**config.mk**
```make
export PLATFORM = sky130hd
export DESIGN_NAME = hlt8_timer
export DESIGN_NICKNAME = d
export VERILOG_FILES = /design/src/include/hlt8_pkg.sv /design/src/rtl/hlt8_timer.sv
export SDC_FILE = /design/constraint.sdc
export NUM_CORES = 1
export LEC_CHECK = 0
export BUFFER_PORTS_ARGS = -buffer_cell sky130_fd_sc_hd__buf_2
export CAP_MARGIN = 5
export CELL_PAD_IN_SITES_DETAIL_PLACEMENT = 2
export CELL_PAD_IN_SITES_GLOBAL_PLACEMENT = 2
export CORE_ASPECT_RATIO = 1.4
export CORE_MARGIN = 4
export CORE_UTILIZATION = 35
export CTS_CLUSTER_DIAMETER = 200
export CTS_CLUSTER_SIZE = 28
export DETAILED_ROUTE_END_ITERATION = 8
export GPL_TIMING_DRIVEN = 1
export PLACE_DENSITY = 0.91
export SLEW_MARGIN = 20
export SYNTH_ARGS = -nofsm -noshare
export SYNTH_HDL_FRONTEND = slang
export SYNTH_SLANG_ARGS = --single-unit
```
**constraint.sdc**
```tcl
create_clock -name CLK_SYS -period 6.5 [get_ports CLK_SYS]
set_input_delay 0.975 -clock CLK_SYS [delete_from_list [all_inputs] [get_ports CLK_SYS]]
set_output_delay 0.975 -clock CLK_SYS [all_outputs]
set_load 0.01 [all_outputs]
```
**src/include/hlt8_pkg.sv**
```systemverilog
// Constants, register map and mode codes of the 8-bit limit timer
// Function
// - Monostable modes start on selected edge, halt at match
// - Monostable drive starts with edge, not at match
// - Edges during monostable run leave drive alone
// - Level one-shot holds reset at selected level
// - Level one-shot match resets count, clears enable
// - Level one-shot drive starts on whichever starts count
// - Synced prescaler: timer frozen during sleep
// - Unsynced prescaler runs in sleep on clock codes 2 to 12; oscillator kept
// - Four-bit clock source select, top codes reserved
// - Enable low resets prescaler, postscaler, state
// - Prescale divides by two to the code
// - Postscale divides period matches by code plus one
// - Prescaler sync aligns ticks to instruction clock
// - Polarity bit chooses falling or rising edge
// - Enable sync delays start two input clocks
// - Default modes run with enable, keep count
// - Clock after period match clears count
// - Five-bit mode field selects control mode
// - Four-bit reset source select, code 1111 reserved
// - Software gate mode counts while enabled
package hlt8_pkg;
  localparam logic [7:0] ADDR_CLKSEL  = 8'h00;
  localparam logic [7:0] ADDR_CONTROL = 8'h04;
  localparam logic [7:0] ADDR_LIMIT   = 8'h08;
  localparam logic [7:0] ADDR_RSTSEL  = 8'h0C;
  localparam logic [7:0] ADDR_PERIOD  = 8'h10;
  localparam logic [7:0] ADDR_COUNT   = 8'h14;
  localparam logic [7:0] ADDR_STATUS  = 8'h18;
  localparam logic [7:0] RST_CLKSEL   = 8'h00;
  localparam logic [7:0] RST_CONTROL  = 8'h00;
  localparam logic [7:0] RST_LIMIT    = 8'h00;
  localparam logic [7:0] RST_RSTSEL   = 8'h00;
  localparam logic [7:0] RST_PERIOD   = 8'hFF;
  localparam int         CTL_ON_BIT   = 7;
  localparam int         CTL_PRE_LSB  = 4;
  localparam int         CTL_POST_LSB = 0;
  localparam int         LIM_PRESCALER_SYNC_ENABLE    = 7;
  localparam int         LIM_CLOCK_POLARITY    = 6;
  localparam int         LIM_ENABLE_SYNC_TO_TIMER_CLOCK   = 5;
  localparam int         LIM_MODE_LSB = 0;
  localparam int         STAT_FLAG    = 0;
  localparam logic [3:0] CS_INSTR     = 4'h0;
  localparam logic [3:0] CS_SYSTEM    = 4'h1;
  localparam logic [3:0] CS_HFOSC     = 4'h2;
  localparam logic [3:0] CS_LFOSC     = 4'h3;
  localparam logic [3:0] CS_MFOSC     = 4'h5;
  localparam logic [3:0] CS_LAST      = 4'hC;
  localparam logic [3:0] RS_LAST      = 4'hE;
  localparam logic [4:0] MODE_SW_GATE = 5'h00;
  localparam logic [4:0] MODE_MONO_R  = 5'h11;
  localparam logic [4:0] MODE_MONO_F  = 5'h12;
  localparam logic [4:0] MODE_MONO_RF = 5'h13;
  localparam logic [4:0] MODE_LVL_LO  = 5'h16;
  localparam logic [4:0] MODE_LVL_HI  = 5'h17;
  localparam logic [1:0] INSTR_DIV    = 2'h3;
  localparam int         ON_SYNC_LEN  = 2;
  localparam logic [1:0] RESP_OKAY    = 2'h0;
  localparam logic [1:0] RESP_SLVERR  = 2'h2;
  typedef enum logic [1:0] {HLT8_IDLE, HLT8_RUN} hlt8_state_t;
endpackage : hlt8_pkg

```
**src/rtl/hlt8_timer.sv**
```systemverilog
// Eight-bit limit timer with prescaler, postscaler and AXI4-Lite registers
//
// The AXI4-Lite register port and the register offsets were left to the implementer.
`timescale 1ns/1ps
`default_nettype none
module hlt8_timer (
  // Clock and reset
  input  wire logic        CLK_SYS,
  input  wire logic        RST_N,
  // AXI4-Lite write address
  input  wire logic        S_AXI_AWVALID,
  output logic             S_AXI_AWREADY,
  input  wire logic [7:0]  S_AXI_AWADDR,
  input  wire logic [2:0]  S_AXI_AWPROT,
  // AXI4-Lite write data
  input  wire logic        S_AXI_WVALID,
  output logic             S_AXI_WREADY,
  input  wire logic [31:0] S_AXI_WDATA,
  input  wire logic [3:0]  S_AXI_WSTRB,
  // AXI4-Lite write response
  output logic             S_AXI_BVALID,
  input  wire logic        S_AXI_BREADY,
  output logic [1:0]       S_AXI_BRESP,
  // AXI4-Lite read address
  input  wire logic        S_AXI_ARVALID,
  output logic             S_AXI_ARREADY,
  input  wire logic [7:0]  S_AXI_ARADDR,
  input  wire logic [2:0]  S_AXI_ARPROT,
  // AXI4-Lite read data
  output logic             S_AXI_RVALID,
  input  wire logic        S_AXI_RREADY,
  output logic [31:0]      S_AXI_RDATA,
  output logic [1:0]       S_AXI_RRESP,
  // Clock sources, codes 2 to 12, bit n is code n
  input  wire logic [12:2] CLK_SRC_IN,
  // External reset sources, codes 0 to 14
  input  wire logic [14:0] RST_SRC_IN,
  // Processor sleep, same clock domain
  input  wire logic        SLEEP,
  // To compare unit and system
  output logic [7:0]       COUNT_VALUE,
  output logic             PWM_START,
  output logic             POSTSCALED_OUT,
  output logic             TIMER_INT_FLAG,
  output logic             OSC_KEEP_ALIVE
);

  logic [3:0]  clk_sel_q;
  logic [7:0]  control_q;
  logic [7:0]  limit_q;
  logic [3:0]  rst_sel_q;
  logic [7:0]  period_q;
  logic [7:0]  count_q;
  logic        flag_q;
  logic [12:2] src_s1_q, src_s2_q, src_s3_q;
  logic [14:0] ers_s1_q, ers_s2_q;
  logic        ers_q;
  localparam int ON_SYNC_LEN = hlt8_pkg::ON_SYNC_LEN;
  logic [1:0]  instr_q;
  logic [ON_SYNC_LEN-1:0] on_sync_q;
  logic [6:0]  pre_q;
  logic        pend_q;
  logic [3:0]  post_q;
  hlt8_pkg::hlt8_state_t state_q;
  logic        aw_got_q, w_got_q;
  logic [7:0]  aw_addr_q;
  logic [31:0] w_data_q;
  logic        w_strb_q;

  wire logic       on_q     = control_q[hlt8_pkg::CTL_ON_BIT];
  wire logic [2:0] pre_sel  = control_q[hlt8_pkg::CTL_PRE_LSB +: 3];
  wire logic [3:0] post_sel = control_q[hlt8_pkg::CTL_POST_LSB +: 4];
  wire logic       prescaler_sync_enable    = limit_q[hlt8_pkg::LIM_PRESCALER_SYNC_ENABLE];
  wire logic       clock_polarity    = limit_q[hlt8_pkg::LIM_CLOCK_POLARITY];
  wire logic       enable_sync_to_timer_clock   = limit_q[hlt8_pkg::LIM_ENABLE_SYNC_TO_TIMER_CLOCK];
  wire logic [4:0] mode     = limit_q[hlt8_pkg::LIM_MODE_LSB +: 5];

  // Register index decode, shared by read and write paths
  function automatic logic [2:0] reg_index(input logic [7:0] addr);
    unique case (addr)
      hlt8_pkg::ADDR_CLKSEL:  reg_index = 3'h1;
      hlt8_pkg::ADDR_CONTROL: reg_index = 3'h2;
      hlt8_pkg::ADDR_LIMIT:   reg_index = 3'h3;
      hlt8_pkg::ADDR_RSTSEL:  reg_index = 3'h4;
      hlt8_pkg::ADDR_PERIOD:  reg_index = 3'h5;
      hlt8_pkg::ADDR_COUNT:   reg_index = 3'h6;
      hlt8_pkg::ADDR_STATUS:  reg_index = 3'h7;
      default:                reg_index = 3'h0;
    endcase
  endfunction : reg_index

  // Source synchronisers; first stage feeds only the second
  always_ff @(posedge CLK_SYS) begin
    src_s1_q <= CLK_SRC_IN;
    src_s2_q <= src_s1_q;
    src_s3_q <= src_s2_q;
    ers_s1_q <= RST_SRC_IN;
    ers_s2_q <= ers_s1_q;
  end

  // Reserved reset code reads as a constant low
  wire logic ers_now = (rst_sel_q <= hlt8_pkg::RS_LAST) ? ers_s2_q[rst_sel_q] : 1'b0;
  always_ff @(posedge CLK_SYS) begin
    if (!RST_N) begin
      ers_q <= 1'b0;
    end else begin
      ers_q <= ers_now;
    end
  end
  wire logic ers_rise = ers_now & ~ers_q;
  wire logic ers_fall = ~ers_now & ers_q;

  // Instruction clock phase, one in four system clocks
  always_ff @(posedge CLK_SYS) begin
    if (!RST_N) begin
      instr_q <= 2'h0;
    end else begin
      instr_q <= instr_q + 2'h1;
    end
  end
  wire logic instr_ph = (instr_q == hlt8_pkg::INSTR_DIV);

  // Input clock edge select; core clocks stop in sleep
  logic src_edge;
  always_comb begin
    src_edge = 1'b0;
    if (clk_sel_q == hlt8_pkg::CS_INSTR) begin
      src_edge = instr_ph & ~SLEEP;
    end else if (clk_sel_q == hlt8_pkg::CS_SYSTEM) begin
      src_edge = ~SLEEP;
    end else if (clk_sel_q <= hlt8_pkg::CS_LAST) begin
      src_edge = clock_polarity ? (~src_s2_q[clk_sel_q] & src_s3_q[clk_sel_q])
                       : (src_s2_q[clk_sel_q] & ~src_s3_q[clk_sel_q]);
    end
  end
  // Reserved codes leave src_edge low, so nothing counts
  wire logic in_edge = src_edge & ~(SLEEP & prescaler_sync_enable);

  // Enable synchronised to the input clock when asked
  always_ff @(posedge CLK_SYS) begin
    if (!RST_N) begin
      on_sync_q <= '0;
    end else if (in_edge) begin
      on_sync_q <= {on_sync_q[ON_SYNC_LEN-2:0], on_q};
    end
  end
  wire logic on_eff = enable_sync_to_timer_clock ? on_sync_q[ON_SYNC_LEN-1] : on_q;

  // Prescaler
  wire logic [6:0] pre_mask = 7'((8'h01 << pre_sel) - 8'h01);
  wire logic       pre_tick = in_edge & ((pre_q & pre_mask) == pre_mask);
  always_ff @(posedge CLK_SYS) begin
    if (!RST_N || !on_eff) begin
      pre_q <= 7'h00;
    end else if (in_edge) begin
      pre_q <= pre_q + 7'h01;
    end
  end

  // Ticks held until the instruction phase so count reads stay stable
  always_ff @(posedge CLK_SYS) begin
    if (!RST_N || !on_eff || !prescaler_sync_enable) begin
      pend_q <= 1'b0;
    end else if (instr_ph) begin
      pend_q <= 1'b0;
    end else if (pre_tick) begin
      pend_q <= 1'b1;
    end
  end
  wire logic tick = prescaler_sync_enable ? ((pend_q | pre_tick) & instr_ph) : pre_tick;

  // Mode decode
  wire logic is_mono  = (mode == hlt8_pkg::MODE_MONO_R) || (mode == hlt8_pkg::MODE_MONO_F) ||
                        (mode == hlt8_pkg::MODE_MONO_RF);
  wire logic is_level = (mode == hlt8_pkg::MODE_LVL_LO) || (mode == hlt8_pkg::MODE_LVL_HI);
  wire logic mono_edge = ((mode == hlt8_pkg::MODE_MONO_R)  & ers_rise) |
                         ((mode == hlt8_pkg::MODE_MONO_F)  & ers_fall) |
                         ((mode == hlt8_pkg::MODE_MONO_RF) & (ers_rise | ers_fall));
  wire logic rst_level = (mode == hlt8_pkg::MODE_LVL_LO) ? ~ers_now : ers_now;
  wire logic match     = tick & (count_q == period_q);

  // Run state and drive start
  wire logic mono_start  = is_mono & on_eff & (state_q == hlt8_pkg::HLT8_IDLE) & mono_edge;
  wire logic level_start = is_level & on_eff & ~rst_level & (state_q == hlt8_pkg::HLT8_IDLE);
  always_ff @(posedge CLK_SYS) begin
    if (!RST_N || !on_eff) begin
      state_q <= hlt8_pkg::HLT8_IDLE;
    end else begin
      unique case (state_q)
        hlt8_pkg::HLT8_IDLE: begin
          if (mono_start || level_start) begin
            state_q <= hlt8_pkg::HLT8_RUN;
          end
        end
        hlt8_pkg::HLT8_RUN: begin
          if (is_level && rst_level) begin
            state_q <= hlt8_pkg::HLT8_IDLE;
          end else if (match && (is_mono || is_level)) begin
            state_q <= hlt8_pkg::HLT8_IDLE;
          end
        end
      endcase
    end
  end

  // Drive start pulse; edges while running are not seen
  always_ff @(posedge CLK_SYS) begin
    if (!RST_N) begin
      PWM_START <= 1'b0;
    end else begin
      PWM_START <= mono_start | level_start;
    end
  end

  wire logic advance = is_mono  ? (state_q == hlt8_pkg::HLT8_RUN) :
                       is_level ? (state_q == hlt8_pkg::HLT8_RUN) & ~rst_level :
                       on_eff;
  wire logic match_go = match & advance;

  // Write channel bookkeeping: address and data taken in either order
  wire logic wr_go = aw_got_q & w_got_q & ~S_AXI_BVALID;
  wire logic [2:0] wr_idx = reg_index(aw_addr_q);
  wire logic wr_en = wr_go & w_strb_q;

  // Count register
  always_ff @(posedge CLK_SYS) begin
    if (!RST_N) begin
      count_q <= 8'h00;
    end else if (wr_en && wr_idx == 3'h6) begin
      count_q <= w_data_q[7:0];
    end else if (is_level && (rst_level || !on_eff)) begin
      count_q <= 8'h00;
    end else if (tick && advance) begin
      count_q <= match ? 8'h00 : count_q + 8'h01;
    end
  end

  // Postscaler and its pulse
  always_ff @(posedge CLK_SYS) begin
    if (!RST_N || !on_eff) begin
      post_q         <= 4'h0;
      POSTSCALED_OUT <= 1'b0;
    end else begin
      POSTSCALED_OUT <= 1'b0;
      if (match_go) begin
        if (post_q == post_sel) begin
          post_q         <= 4'h0;
          POSTSCALED_OUT <= 1'b1;
        end else begin
          post_q <= post_q + 4'h1;
        end
      end
    end
  end
  wire logic post_evt = match_go & (post_q == post_sel);

  // Control register; hardware clear loses to a software write
  always_ff @(posedge CLK_SYS) begin
    if (!RST_N) begin
      control_q <= hlt8_pkg::RST_CONTROL;
    end else if (wr_en && wr_idx == 3'h2) begin
      control_q <= w_data_q[7:0];
    end else if (match_go && is_level) begin
      control_q[hlt8_pkg::CTL_ON_BIT] <= 1'b0;
    end
  end

  // Other software registers
  always_ff @(posedge CLK_SYS) begin
    if (!RST_N) begin
      clk_sel_q <= hlt8_pkg::RST_CLKSEL[3:0];
      limit_q   <= hlt8_pkg::RST_LIMIT;
      rst_sel_q <= hlt8_pkg::RST_RSTSEL[3:0];
      period_q  <= hlt8_pkg::RST_PERIOD;
    end else if (wr_en) begin
      unique case (wr_idx)
        3'h1:    clk_sel_q <= w_data_q[3:0];
        3'h3:    limit_q   <= w_data_q[7:0];
        3'h4:    rst_sel_q <= w_data_q[3:0];
        3'h5:    period_q  <= w_data_q[7:0];
        default: ;
      endcase
    end
  end

  // Period-match flag; a new event beats a clear in the same cycle
  always_ff @(posedge CLK_SYS) begin
    if (!RST_N) begin
      flag_q <= 1'b0;
    end else if (post_evt) begin
      flag_q <= 1'b1;
    end else if (wr_en && wr_idx == 3'h7 && w_data_q[hlt8_pkg::STAT_FLAG]) begin
      flag_q <= 1'b0;
    end
  end

  // AXI write path
  always_ff @(posedge CLK_SYS) begin
    if (!RST_N) begin
      aw_got_q      <= 1'b0;
      w_got_q       <= 1'b0;
      aw_addr_q     <= 8'h00;
      w_data_q      <= 32'h0000_0000;
      w_strb_q      <= 1'b0;
      S_AXI_AWREADY <= 1'b0;
      S_AXI_WREADY  <= 1'b0;
      S_AXI_BVALID  <= 1'b0;
      S_AXI_BRESP   <= hlt8_pkg::RESP_OKAY;
    end else begin
      S_AXI_AWREADY <= ~aw_got_q & ~S_AXI_AWREADY & S_AXI_AWVALID & ~S_AXI_BVALID;
      S_AXI_WREADY  <= ~w_got_q & ~S_AXI_WREADY & S_AXI_WVALID & ~S_AXI_BVALID;
      if (S_AXI_AWVALID && S_AXI_AWREADY) begin
        aw_got_q  <= 1'b1;
        aw_addr_q <= S_AXI_AWADDR;
      end
      if (S_AXI_WVALID && S_AXI_WREADY) begin
        w_got_q  <= 1'b1;
        w_data_q <= S_AXI_WDATA;
        w_strb_q <= S_AXI_WSTRB[0];
      end
      if (wr_go) begin
        aw_got_q     <= 1'b0;
        w_got_q      <= 1'b0;
        S_AXI_BVALID <= 1'b1;
        S_AXI_BRESP  <= (wr_idx == 3'h0) ? hlt8_pkg::RESP_SLVERR : hlt8_pkg::RESP_OKAY;
      end else if (S_AXI_BVALID && S_AXI_BREADY) begin
        S_AXI_BVALID <= 1'b0;
      end
    end
  end

  // AXI read path; unimplemented bits read zero
  logic [7:0] rd_byte;
  always_comb begin
    rd_byte = 8'h00;
    unique case (reg_index(S_AXI_ARADDR))
      3'h1:    rd_byte = {4'h0, clk_sel_q};
      3'h2:    rd_byte = control_q;
      3'h3:    rd_byte = limit_q;
      3'h4:    rd_byte = {4'h0, rst_sel_q};
      3'h5:    rd_byte = period_q;
      3'h6:    rd_byte = count_q;
      3'h7:    rd_byte = {7'h00, flag_q};
      default: rd_byte = 8'h00;
    endcase
  end

  always_ff @(posedge CLK_SYS) begin
    if (!RST_N) begin
      S_AXI_ARREADY <= 1'b0;
      S_AXI_RVALID  <= 1'b0;
      S_AXI_RDATA   <= 32'h0000_0000;
      S_AXI_RRESP   <= hlt8_pkg::RESP_OKAY;
    end else begin
      S_AXI_ARREADY <= S_AXI_ARVALID & ~S_AXI_ARREADY & ~S_AXI_RVALID;
      if (S_AXI_ARVALID && S_AXI_ARREADY) begin
        S_AXI_RVALID <= 1'b1;
        S_AXI_RDATA  <= {24'h00_0000, rd_byte};
        S_AXI_RRESP  <= (reg_index(S_AXI_ARADDR) == 3'h0) ? hlt8_pkg::RESP_SLVERR : hlt8_pkg::RESP_OKAY;
      end else if (S_AXI_RVALID && S_AXI_RREADY) begin
        S_AXI_RVALID <= 1'b0;
      end
    end
  end

  // Status outputs; oscillator kept awake only if the timer may run in sleep
  always_ff @(posedge CLK_SYS) begin
    if (!RST_N) begin
      COUNT_VALUE    <= 8'h00;
      TIMER_INT_FLAG <= 1'b0;
      OSC_KEEP_ALIVE <= 1'b0;
    end else begin
      COUNT_VALUE    <= count_q;
      TIMER_INT_FLAG <= flag_q;
      OSC_KEEP_ALIVE <= on_q & ~prescaler_sync_enable & ((clk_sel_q == hlt8_pkg::CS_HFOSC) ||
                        (clk_sel_q == hlt8_pkg::CS_LFOSC) || (clk_sel_q == hlt8_pkg::CS_MFOSC));
    end
  end

endmodule : hlt8_timer
`default_nettype wire

```
### Word level (Yosys, flattened, before mapping)

Index checks and enable logic that the tools add are counted.

| word-level totals | value |
|---|---|
| flip-flop bits (word level) | 171 |
| logic and storage cells | 235 |

| cells by class | value |
|---|---|
| $add $sub $neg | 5 |
| $lt $le $gt $ge | 4 |
| equal/unequal tests | 42 |
| shift operators | 1 |
| muxes and demuxes | 41 |
| bitwise gates (word level) | 58 |
| reduce and logical (&&, ||, !) cells | 46 |

Operators by type and width:

| kind | count |
|---|---|
| $pmux 8 s7 | 1 |
| $eq 8x5->1 const B | 6 |
| $pmux 3 s7 | 2 |
| $and 1x1->1 | 35 |
| $eq 8x4->1 const B | 4 |
| $mux 8 | 4 |
| $eq 5x5->1 const B | 5 |
| $eq 3x3->1 const B | 8 |
| $mux 1 | 22 |
| $not 1->1 | 17 |
| $eq 8x3->1 const B | 2 |
| $logic_not 8->1 | 2 |
| $logic_and 1x1->1 | 14 |
| $bmux 1 s4 | 3 |
| $eq 3x2->1 const B | 4 |
| $logic_or 1x1->1 | 10 |
| $lt 4x5->1 const B | 2 |
| $mux 2 | 5 |
| $reduce_and 2->1 | 5 |
| $add 8x1->8 const B | 1 |
| $eq 4x2->1 const B | 2 |
| $eq 8x8->1 | 1 |
| $le 4x4->1 const B | 2 |
| $reduce_bool 2->1 | 4 |
| 25 further kinds | 36 |

### Logic depth before layout (Yosys ltp)

Gate-level depths: netlist of run 1.

| depth | value |
|---|---|
| depth after elaboration | 18 |
| mapped depth | 13 |

### Worst setup path before layout of run 1

OpenSTA, ideal clock, no wires.

| timing | value |
|---|---|
| kind | reg-to-reg |
| start | register control_q[4] |
| end | register post_q[3] |
| arrival | 2,821 ps |
| data required time | 6,430 ps |
| setup slack | 3,609 ps |
| stages on the path, launching flop included | 12 |
| buffers on the path | 2 |
| period minus slack after synthesis | 2,891 ps |
| path through | dfxtp_1 -> clkbuf_1 -> or3_1 -> ha_1 -> xnor2_1 -> nor2_1 -> o41a_1 -> a211o_1 -> nand2b_4 -> buf_6 -> or4_1 -> a21oi_1 |

| on the way | value |
|---|---|
| word-level cells in the longest chain between the ends | 10 |

Ends and longest elaborated chain:

| element | line | RTL |
|---|---|---|
| start, declared | hlt8_timer.sv:49 | `logic [7:0] control_q;` |
| start signal, assigned | hlt8_timer.sv:260 | `control_q <= hlt8_pkg::RST_CONTROL;` |
| start signal, assigned | hlt8_timer.sv:262 | `control_q <= w_data_q[7:0];` |
| $shl 1x3->7 * | hlt8_timer.sv:150 | `wire logic [6:0] pre_mask = 7'((8'h01 << pre_sel) - 8'h01);` |
| $sub 7x1->7 * | hlt8_timer.sv:150 |  |
| $and 7x7->7 | hlt8_timer.sv:151 | `wire logic pre_tick = in_edge & ((pre_q & pre_mask) == pre_mask);` |
| $eq 7x7->1 * | hlt8_timer.sv:151 |  |
| $and 1x1->1 * | hlt8_timer.sv:151 |  |
| $or 1x1->1 | hlt8_timer.sv:170 | `wire logic tick = prescaler_sync_enable ? ((pend_q \| pre_tick) & instr_ph) : pre_tick;` |
| $and 1x1->1 | hlt8_timer.sv:170 |  |
| $mux 1 * | hlt8_timer.sv:170 |  |
| $and 1x1->1 * | hlt8_timer.sv:180 | `wire logic match = tick & (count_q == period_q);` |
| $and 1x1->1 * | hlt8_timer.sv:218 | `wire logic match_go = match & advance;` |
| end signal, assigned | hlt8_timer.sv:250 | `post_q <= post_q + 4'h1;` |
| end, declared | hlt8_timer.sv:63 | `logic [3:0] post_q;` |

Every way passes the cells marked *; elsewhere a longest branch is shown, timed or not.
A chain may end at the register's enable or synchronous reset.

### Worst setup path after layout of run 1

| timing | value |
|---|---|
| start | register clk_sel_q[0] |
| end | register count_q[3] |

| on the way | value |
|---|---|
| word-level cells in the longest chain between the ends | 18 |

Ends and longest elaborated chain:

| element | line | RTL |
|---|---|---|
| start, declared | hlt8_timer.sv:48 | `logic [3:0] clk_sel_q;` |
| start signal, assigned | hlt8_timer.sv:271 | `clk_sel_q <= hlt8_pkg::RST_CLKSEL[3:0];` |
| start signal, assigned | hlt8_timer.sv:277 | `3'h1: clk_sel_q <= w_data_q[3:0];` |
| $bmux 1 s4 | hlt8_timer.sv:132, hlt8_timer.sv:133 |  |
| $mux 1 (implied by the code) | hlt8_timer.sv:132, hlt8_timer.sv:133 |  |
| $not 1->1 (on tied branches) | hlt8_timer.sv:133, hlt8_timer.sv:132 |  |
| $and 1x1->1 (on tied branches) | hlt8_timer.sv:133, hlt8_timer.sv:132 |  |
| $mux 1 | hlt8_timer.sv:132 | `src_edge = clock_polarity ? (~src_s2_q[clk_sel_q] & src_s3_q[clk_sel_q])` |
| $mux 1 | hlt8_timer.sv:131 | `end else if (clk_sel_q <= hlt8_pkg::CS_LAST) begin` |
| $mux 1 | hlt8_timer.sv:129 | `end else if (clk_sel_q == hlt8_pkg::CS_SYSTEM) begin` |
| $mux 1 * | hlt8_timer.sv:127 | `if (clk_sel_q == hlt8_pkg::CS_INSTR) begin` |
| (+2 left out) | n/a |  |
| $or 1x1->1 | hlt8_timer.sv:170 |  |
| $and 1x1->1 | hlt8_timer.sv:170 |  |
| $mux 1 * | hlt8_timer.sv:170 |  |
| $and 1x1->1 | hlt8_timer.sv:180 |  |
| $mux 8 | hlt8_timer.sv:234 | `count_q <= match ? 8'h00 : count_q + 8'h01;` |
| $mux 8 | hlt8_timer.sv:233 | `end else if (tick && advance) begin` |
| $mux 8 | hlt8_timer.sv:231 | `end else if (is_level && (rst_level \|\| !on_eff)) begin` |
| $mux 8 | hlt8_timer.sv:229 | `end else if (wr_en && wr_idx == 3'h6) begin` |
| end signal, assigned | hlt8_timer.sv:230 | `count_q <= w_data_q[7:0];` |
| end signal, assigned | hlt8_timer.sv:234 |  |
| end, declared | hlt8_timer.sv:53 | `logic [7:0] count_q;` |

Every way passes the cells marked *; elsewhere a longest branch is shown, timed or not. The select of a mux whose other input is x is not followed.

==> results of run 1 <==
routing by layer:
metal / up-vias / share of wire / global-route usage
met4: 0 / 0.035 / 0.1009
met1: 2803 / 0.37 / 0.2254
met5: - / 0 / 0
li1: 2567 / - / -
met3: 63 / 0.035 / 0.03307
met2: 162 / 0.56 / 0.4175
placed cells by master, fill, tap and decap left out, types with 17 or more instances in the layout:
cell type / count
buf_2: 85
mux2i_1: 31
nor2_1: 56
a21oi_1: 58
nand3_1: 28
conb_1: 26
xor2_1: 17
a22oi_1: 19
nand2_1: 103
clkbuf_16: 17
inv_1: 20
dfxtp_1: 168
synthesized netlist by cell type, types with 7 or more instances:
library cell  instances
buf_4                27
xor2_1               17
o21ai_0               8
a21oi_1              58
ha_1                  7
nand2b_1             11
dfxtp_1             168
clkbuf_1             22
o22ai_1               8
nor2b_1               9
mux2i_1              31
a22oi_1              19
nand3_1              28
nor4_1                7
nand2_1             103
inv_1                20
o32ai_1               8
nor2_1               56
sequential cells by signal, indices dropped and copies added (netlist names), 11 cells and up:
| signal | cells |
|---|---|
| ers_s1_q | 15 |
| ers_s2_q | 15 |
| src_s1_q | 11 |
| src_s2_q | 11 |
| src_s3_q | 11 |
power groups by stage:
stage                     clock [mW]  combinational [mW]  sequential [mW]
after global placement             0              0.0757             1.09
after global routing            1.09              0.0917             1.08
after CTS                       1.05              0.0823             1.07
after floorplan                    0              0.0586             1.09
after detailed placement           0              0.0796             1.10
final                           1.04              0.0828             1.07
layout make-up:
type / count / area share
Multi-Input combinational cell: 487 / 0.3861
Sequential cell: 168 / 0.4317
Timing Repair Buffer: 86 / 0.05557
Clock inverter: 15 / 0.02217
Clock buffer: 17 / 0.05461
Inverter: 22 / 0.01060
Tap cell: 244 / 0.03919
critical path: cells and delay by family (launching register included):
kind / cells / cell delay, ps
AO/OA/AOI/OAI: 5 / 1210
flip-flops: 1 / 720
AND/OR/NAND/NOR: 2 / 910
multiplexers: 1 / 420
worst max-delay path by stage:
stage                 endpoint  slack [ps]  cells past startpoint
finish              count_q[3]        3120                      8
global placement    count_q[1]        3280                      8
detailed placement  count_q[3]        3200                      8
global route        count_q[2]        2910                      8
CTS                 count_q[3]        3090                      8
floorplan            post_q[3]        3610                     11
cell families after synthesis:
kind of cell,count (synthesis),synth area share
mux,40,0.07177
simple gates,263,0.1904
flops,168,0.4998
buf+inv,85,0.06805
xor+xnor,20,0.02715
other cells,1,0.0005573
fa+ha+maj,7,0.01302
compound gates,131,0.1292
==> summary.md, run 1 <==
| Metric | Value |
|---|---|
| DR vias/cell | `5.385` |
| Crit-path slowest cell | `dfxtp_1` |
| Reg2Reg Depth | `8` |
| Clock power share | `0.472` |
| Worst IR drop on VDD | `0.1896 mV` |
| Area after DPL | `7186 µm²` |
| Row count | `59` |
| Clock transition at path regs | `80 ps` |
| DRT iter0 DRCs | `258` |
| Post-CTS resize count | `0` |
| Layout Nets | `881` |
| Cell count after synthesis | `715` |
| Post-synthesis sequential area ratio | `0.4998` |
| GPL Wtd Cong | `0.8067` |
| Top-area cell type share of the netlist area | `0.4998` |
| Drt first pass iters | `4` |
| Area taken by multi-input logic gates | `3008 µm²` |
| Crit Path Category | `flip-flop to flip-flop` |
| Final Non-Filler Cells | `1039` |
| Chip width | `125.2 µm` |
| TNS Setup | `0 ps` |
| Hold Path Class | `flip-flop to flip-flop` |
| TritonCTS clock tree | `yes` |
| Worst skew pair latency | `450 ps` |
| Data required time of the critical path | `6850 ps` |
| Share of cells above drive strength 1 | `0.1824` |
| R2r startpoint | `clk_sel_q[0]` |
| DP HPWL | `14700 µm` |
| Post-synth top area cell | `dfxtp_1` |
| CTS buffer count | `17` |
| Number of synthesized flops with an enable pin | `0` |
| Status | `finished clean` |
| Die ar. | `21540 µm²` |
| Mapped cell area | `6729 µm²` |
| ANT nets after route | `0` |
| Startpoint type of the worst setup path | `flip-flop` |
| Number of port buffers | `85` |
| CP peak stage delay | `720 ps` |
| Power share of the sequential group | `0.490` |
| DR WL/cell | `21.95 µm` |
| Initial Utilization | `0.3589` |
| Setup Skew | `13.33 ps` |
| CTS Sinks | `168` |
| CTS Root Cell | `clkbuf_16` |
| First-pass GRT wire length | `36080 µm` |
| RSZ-0062 raised after global routing | `false` |
| Core area | `18750 µm²` |
| Reg2reg end | `count_q[3]` |
| Max-slew violation count | `0` |
| Ys flop type | `dfxtp_1` |
| Worst hold slack | `329.5 ps` |
| Switch share | `0.2539` |
| # Post-CTS Setup Buffers | `0` |
| Synthesis-to-layout area growth | `15.77%` |
| Placement Setup Slack | `3205 ps` |
| Largest cells by area after synthesis | `dfxtp_1 (50%), nand2_1 (5.7%), mux2i_1 (4.6%)` |
| F_max | `0.2954 GHz` |
| Hold buffer count at CTS | `0` |
| Placed cell count | `1007` |
| Syn_area_per_cell | `9.411 µm²` |
| Post-synth ARST share | `0` |
| Hold path endpoint | `src_s2_q[7]` |
| Total congestion overflow | `0` |
| Total power | `2.193 mW` |
| Antenna fix cells | `0` |
| Hold Crit Start | `src_s1_q[7]` |
| Total Routing Usage GR | `0.2145` |
| Fin. Hold Viols | `0` |
| Number of global-route vias before repair | `6312` |
| Final WS setup | `3115 ps` |
| Slew HR | `0.3213` |
| Period utilisation layout | `0.5207` |
| Worst setup EP type | `flip-flop` |
| DRC violations left | `0` |
| CP Data Arrival Time | `3740 ps` |
| Combinational share of power | `0.038` |
| FF-to-FF setup slack | `3120 ps` |
| Die Ht | `172.1 µm` |
| Clk buf depth | `2` |
| Design area | `7790 µm²` |
| Unique masters post-synth | `73` |
| CP max FO | `14` |
| Final WL | `22800 µm` |
| Register area | `3363 µm²` |
| H-Tree Depth | `4` |
| Sw power | `556.9 µW` |
| Cell Chain, Critical Path | `mux2_2 -> a32o_2 -> or3_1 -> a22oi_2 -> a211o_1 -> and2_1 -> a22oi_1 -> o32ai_1` |
| Post-layout minimum cycle time | `3385 ps` |
| Int Pwr | `1.637 mW` |
| PD cells | `281.6 nW/µm²` |
| Fill count | `2054` |
| Post-synthesis register bit count | `168` |
| Util after Layout | `0.4155` |
| Largest net degree at the start of global routing | `69` |
| DR vias | `5595` |
| Number of top-level pins | `145` |
| Max-cap violations | `0` |
| Worst Hold Depth | `0` |
| CP startpoint | `clk_sel_q[0]` |
| Warnings, synthesis | `0` |
| Final setup viols | `0` |
| LEAKAGE | `3.164 nW` |
| Measured slew at the worst slew-check pin | `1009 ps` |
| Initial antenna violation count | `0` |
Power figures use the tool's default switching activity.
==> inputs of run 2 (changes only) <==
CORE_UTILIZATION = 33   (was 35)
PLACE_DENSITY = 0.87   (was 0.91)
clock period = 3.25 ns   (was 6.5 ns; I/O delays follow)
==> summary.md, run 2 (synthesis results as in run 1) <==
| Metric | Value |
|---|---|
| DR vias/cell | `5.218` |
| Clk buf depth | `2` |
| CP peak stage delay | `510 ps` |
| Drt first pass iters | `4` |
| First-pass GRT wire length | `34950 µm` |
| ANT nets after route | `0` |
| GPL Wtd Cong | `0.8157` |
| Worst hold slack | `143.6 ps` |
| DR WL/cell | `20.74 µm` |
| Slew HR | `0.2897` |
| LEAKAGE | `3.239 nW` |
| Worst skew pair latency | `440 ps` |
| Share of cells above drive strength 1 | `0.1938` |
| RSZ-0062 raised after global routing | `false` |
| Status | `finished clean` |
| DR vias | `5515` |
| Total power | `4.421 mW` |
| CTS Root Cell | `clkbuf_16` |
| Initial antenna violation count | `0` |
| Max-slew violation count | `0` |
| Worst IR drop on VDD | `0.3790 mV` |
| Worst setup EP type | `flip-flop` |
| CP Data Arrival Time | `3380 ps` |
| Total Routing Usage GR | `0.1984` |
| CTS Sinks | `168` |
| Die Ht | `177.0 µm` |
| Fin. Hold Viols | `0` |
| Number of top-level pins | `145` |
| Chip width | `128.7 µm` |
| Die ar. | `22770 µm²` |
| Synthesis-to-layout area growth | `17.78%` |
| Total congestion overflow | `0` |
| CP max FO | `9` |
| Final WL | `21930 µm` |
| Clock transition at path regs | `80 ps` |
| Data required time of the critical path | `3610 ps` |
| F_max | `0.3312 GHz` |
| Final setup viols | `0` |
| Initial Utilization | `0.3365` |
| Commonest cells after routing, fill and taps aside | `dfxtp_1 (166), nand2_1 (103), buf_2 (85)` |
| Number of global-route vias before repair | `6376` |
| Setup Skew | `11.67 ps` |
| Row count | `61` |
| Cell Chain, Critical Path | `or3_1 -> ha_1 -> xnor2_1 -> nor2_1 -> o41a_1 -> a211o_1 -> nand2b_4 -> or4_1 -> a21oi_1` |
| Crit Path Category | `flip-flop to flip-flop` |
| Measured slew at the worst slew-check pin | `1056 ps` |
| Most common cell after layout, fill and taps aside | `dfxtp_1` |
| TritonCTS clock tree | `yes` |
| # Post-CTS Setup Buffers | `0` |
| H-Tree Depth | `4` |
| DP HPWL | `14940 µm` |
| Layout Nets | `891` |
| Max-cap violations | `0` |
| DRT iter0 DRCs | `303` |
| Post-layout minimum cycle time | `3020 ps` |
| Period utilisation layout | `0.9291` |
| Top Registers | `ers_s1_q (15), ers_s2_q (15)` |
| Hold Path Class | `input pin to flip-flop` |
| Area after DPL | `7296 µm²` |
| TNS Setup | `0 ps` |
| PD cells | `557.9 nW/µm²` |
| Design area | `7925 µm²` |
| Startpoint type of the worst setup path | `flip-flop` |
| DRC violations left | `0` |
| Number of port buffers | `85` |
| CTS buffer count | `17` |
| Antenna fix cells | `0` |
| Core area | `20000 µm²` |
| Crit-path slowest cell | `or4_1` |
| Largest net degree at the start of global routing | `40` |
## run 2: worst max-delay path: cells and delay by family (launching register included)
family / cells / cell delay (ps)
and+or+nand+nor: 4 / 1210
AOI/OAI and AO/OA: 3 / 920
DFF: 1 / 390
adders and majority gates: 1 / 250
xor gates and xnor gates: 1 / 170
## run 2: area by class of cell
| type | instances | area (µm²) |
|---|---|---|
| clock inverters | 15 | 201.4 |
| flip-flops and latches | 168 | 3366 |
| inverters | 22 | 82.58 |
| clock buffers | 17 | 425.4 |
| multi-input cells | 487 | 3002 |
| fillers | 2226 | 12070 |
| well taps | 252 | 315.3 |
| repair buffers | 96 | 533.0 |
## run 2: where the power goes
part           total [mW]  switching [mW]  internal [mW]
Clock                2.11           0.993           1.12
Sequential           2.15          0.0336           2.11
Combinational       0.166           0.102         0.0637
Total                4.42            1.13           3.29
## run 2: layer usage
metal | share of wire | routed length (µm) | vias to the layer above | GRT usage
met2 | 0.56 | 12260 | 140 | 0.3750
li1 | - | - | 2592 | -
met3 | 0.033 | 725 | 52 | 0.03412
met1 | 0.37 | 8120 | 2731 | 0.2076
met5 | 0 | 0 | - | 0
met4 | 0.037 | 822 | 0 | 0.09632
## run 2: worst paths after layout
check	startpoint	slack, ps	cells after the start	end
hold / removal	RST_SRC_IN[6]	140	1	ers_s1_q[6]
setup reg to reg	control_q[4]	230	9	post_q[3]
hold reg to reg	ers_s1_q[9]	330	0	ers_s2_q[9]
setup / recovery	control_q[4]	230	9	post_q[3]
## run 2: stage by stage
stage,util,instances,setup WS (ps)
after floorplan,-,740,359.0
after global placement,0.3648,1025,311.5
after detailed placement,0.3648,1025,255.7
after CTS,0.3962,1057,123.5
after global routing,0.3963,1057,46.25
final,0.3963,1057,230.5
## run 2: what timing repair did
item	4_1_cts	5_1_grt
endpoints found under the setup margin	0	2
gates resized for setup	0	2
endpoints found under the hold margin	0	0
hold buffers	0	0
==> inputs of run 3 (changes only) <==
==> constraint.sdc (replaced) <==
create_clock -name CLK_SYS -period 3.25 [get_ports CLK_SYS]
set_input_delay 0.1625 -clock CLK_SYS [delete_from_list [all_inputs] [get_ports CLK_SYS]]
set_output_delay 0.1625 -clock CLK_SYS [all_outputs]
set_load 0.01 [all_outputs]
==> summary.md, run 3 (synthesis results as in run 1) <==
| Metric | Value |
|---|---|
| Die Ht | `177.0 µm` |
| Number of port buffers | `85` |
| Row count | `61` |
| Crit Path Category | `flip-flop to flip-flop` |
| Fill count | `2191` |
| Design area | `8304 µm²` |
| Initial Utilization | `0.3365` |
| Placed cell count | `1026` |
| F_max | `0.3171 GHz` |
| CP Data Arrival Time | `3500 ps` |
| Period utilisation layout | `0.9703` |
| Largest net degree at the start of global routing | `25` |
| Data required time of the critical path | `3590 ps` |
| PD cells | `533.0 nW/µm²` |
| Util after Layout | `0.4153` |
| Final Non-Filler Cells | `1100` |
| Final setup viols | `0` |
| CTS Sinks | `168` |
| Layout Nets | `934` |
| Number of global-route vias before repair | `6729` |
| Hold Path Class | `input pin to flip-flop` |
| DRT iter0 DRCs | `353` |
| H-Tree Depth | `4` |
| Commonest cells after routing, fill and taps aside | `dfxtp_1 (166), nand2_1 (103), buf_2 (85)` |
| Worst skew pair latency | `450 ps` |
| Worst setup EP type | `flip-flop` |
| Synthesis-to-layout area growth | `23.41%` |
| TritonCTS clock tree | `yes` |
| Number of top-level pins | `145` |
| CP max FO | `14` |
| DP HPWL | `14960 µm` |
| Final WL | `25480 µm` |
| Top Registers | `ers_s1_q (15), ers_s2_q (15)` |
| Clk buf depth | `2` |
| Antenna fix cells | `0` |
| DR vias/cell | `5.345` |
| Total congestion overflow | `0` |
| CTS buffer count | `17` |
| Share of cells above drive strength 1 | `0.1851` |
| Initial antenna violation count | `1` |
| Post-layout minimum cycle time | `3154 ps` |
| Area after DPL | `7291 µm²` |
| Fin. Hold Viols | `0` |
| Status | `finished clean` |
| Startpoint type of the worst setup path | `flip-flop` |
| Setup Skew | `18.81 ps` |
| Worst IR drop on VDD | `0.4031 mV` |
| Most common cell after layout, fill and taps aside | `dfxtp_1` |
| Max-slew violation count | `0` |
| Chip width | `128.7 µm` |
| Measured slew at the worst slew-check pin | `734.8 ps` |
| CTS Root Cell | `clkbuf_16` |
| Drt first pass iters | `5` |
| DR WL/cell | `23.16 µm` |
| Slew HR | `0.5060` |
| Clock transition at path regs | `70 ps` |
| LEAKAGE | `3.391 nW` |
| DRC violations left | `0` |
| Die ar. | `22770 µm²` |
| Total Routing Usage GR | `0.2301` |
| DR vias | `5879` |
| First-pass GRT wire length | `40150 µm` |
| Core area | `20000 µm²` |
| Max-cap violations | `0` |
| ANT nets after route | `0` |
| GPL Wtd Cong | `0.8035` |
==> run 3: changes by cell type in the layout (fill, tap and decap cells not counted), moves of 2 or more <==
cell	delta
buf_4	+2
clkbuf_1	+2
clkinv_8	-6
clkinvlp_4	+2
dlygate4sd3_1	+42
==> run 3: power breakdown <==
group	switching [mW]	internal, mW
Sequential	0.0385	2.11
Clock	0.959	1.10
Combinational	0.116	0.0958
Total	1.11	3.31
==> run 3: worst max-delay path: stages, from the launching register on <==
cell       delay (ps)
dfxtp_1           610
mux2i_1           150
mux4_2            560
a2111oi_1         570
nor4_1            140
nor2_1            240
and2_1            260
buf_12            160
a22oi_1            70
o32ai_1           270
==> run 3: worst paths after layout <==
check	depth (start not counted)	slack, ps	end	startpoint
hold / removal	2	3	S_AXI_WREADY	S_AXI_WVALID
setup reg to reg	9	100	count_q[6]	rst_sel_q[1]
hold reg to reg	0	330	src_s2_q[6]	src_s1_q[6]
setup / recovery	9	100	count_q[6]	rst_sel_q[1]
==> run 3: area by class of cell <==
class                   instances  area [µm²]  share of cell area
well taps                     252       315.3             0.03797
clock buffers                  20       446.7             0.05379
repair buffers                139       948.4              0.1142
clock inverters                12       130.1             0.01567
inverters                      22       82.58            0.009944
multi-input cells             487        3015              0.3631
flip-flops and latches        168        3366              0.4053
==> run 3: routing by layer <==
metal,GRT usage,share of wire,wire [µm]
met1,0.2436,0.37,9330
met2,0.4239,0.54,13860
met3,0.04046,0.038,968
met4,0.1261,0.051,1307
met5,0,0.00051,13
==> run 3: metrics by stage <==
step / power, mW / TNS, ps / setup WS [ps] / hold slack, ps
after floorplan: 2.296 / 0 / 359.0 / 190.2
after global placement: 2.344 / 0 / 341.4 / 265.2
after global routing: 4.562 / -134.9 / -61.48 / 5.444
after CTS: 4.409 / 0 / 158.1 / 1.118
final: 4.427 / 0 / 96.39 / 2.922
after detailed placement: 2.356 / 0 / 276.1 / 267.2
==> run 3: timing repair <==
| action | CTS | global route |
|---|---|---|
| setup endpoints to repair | 0 | 8 |
| setup buffers | 0 | 0 |
| gates resized for setup | 0 | 3 |
| endpoints found under the hold margin | 42 | 0 |
| hold buffers | 42 | 0 |
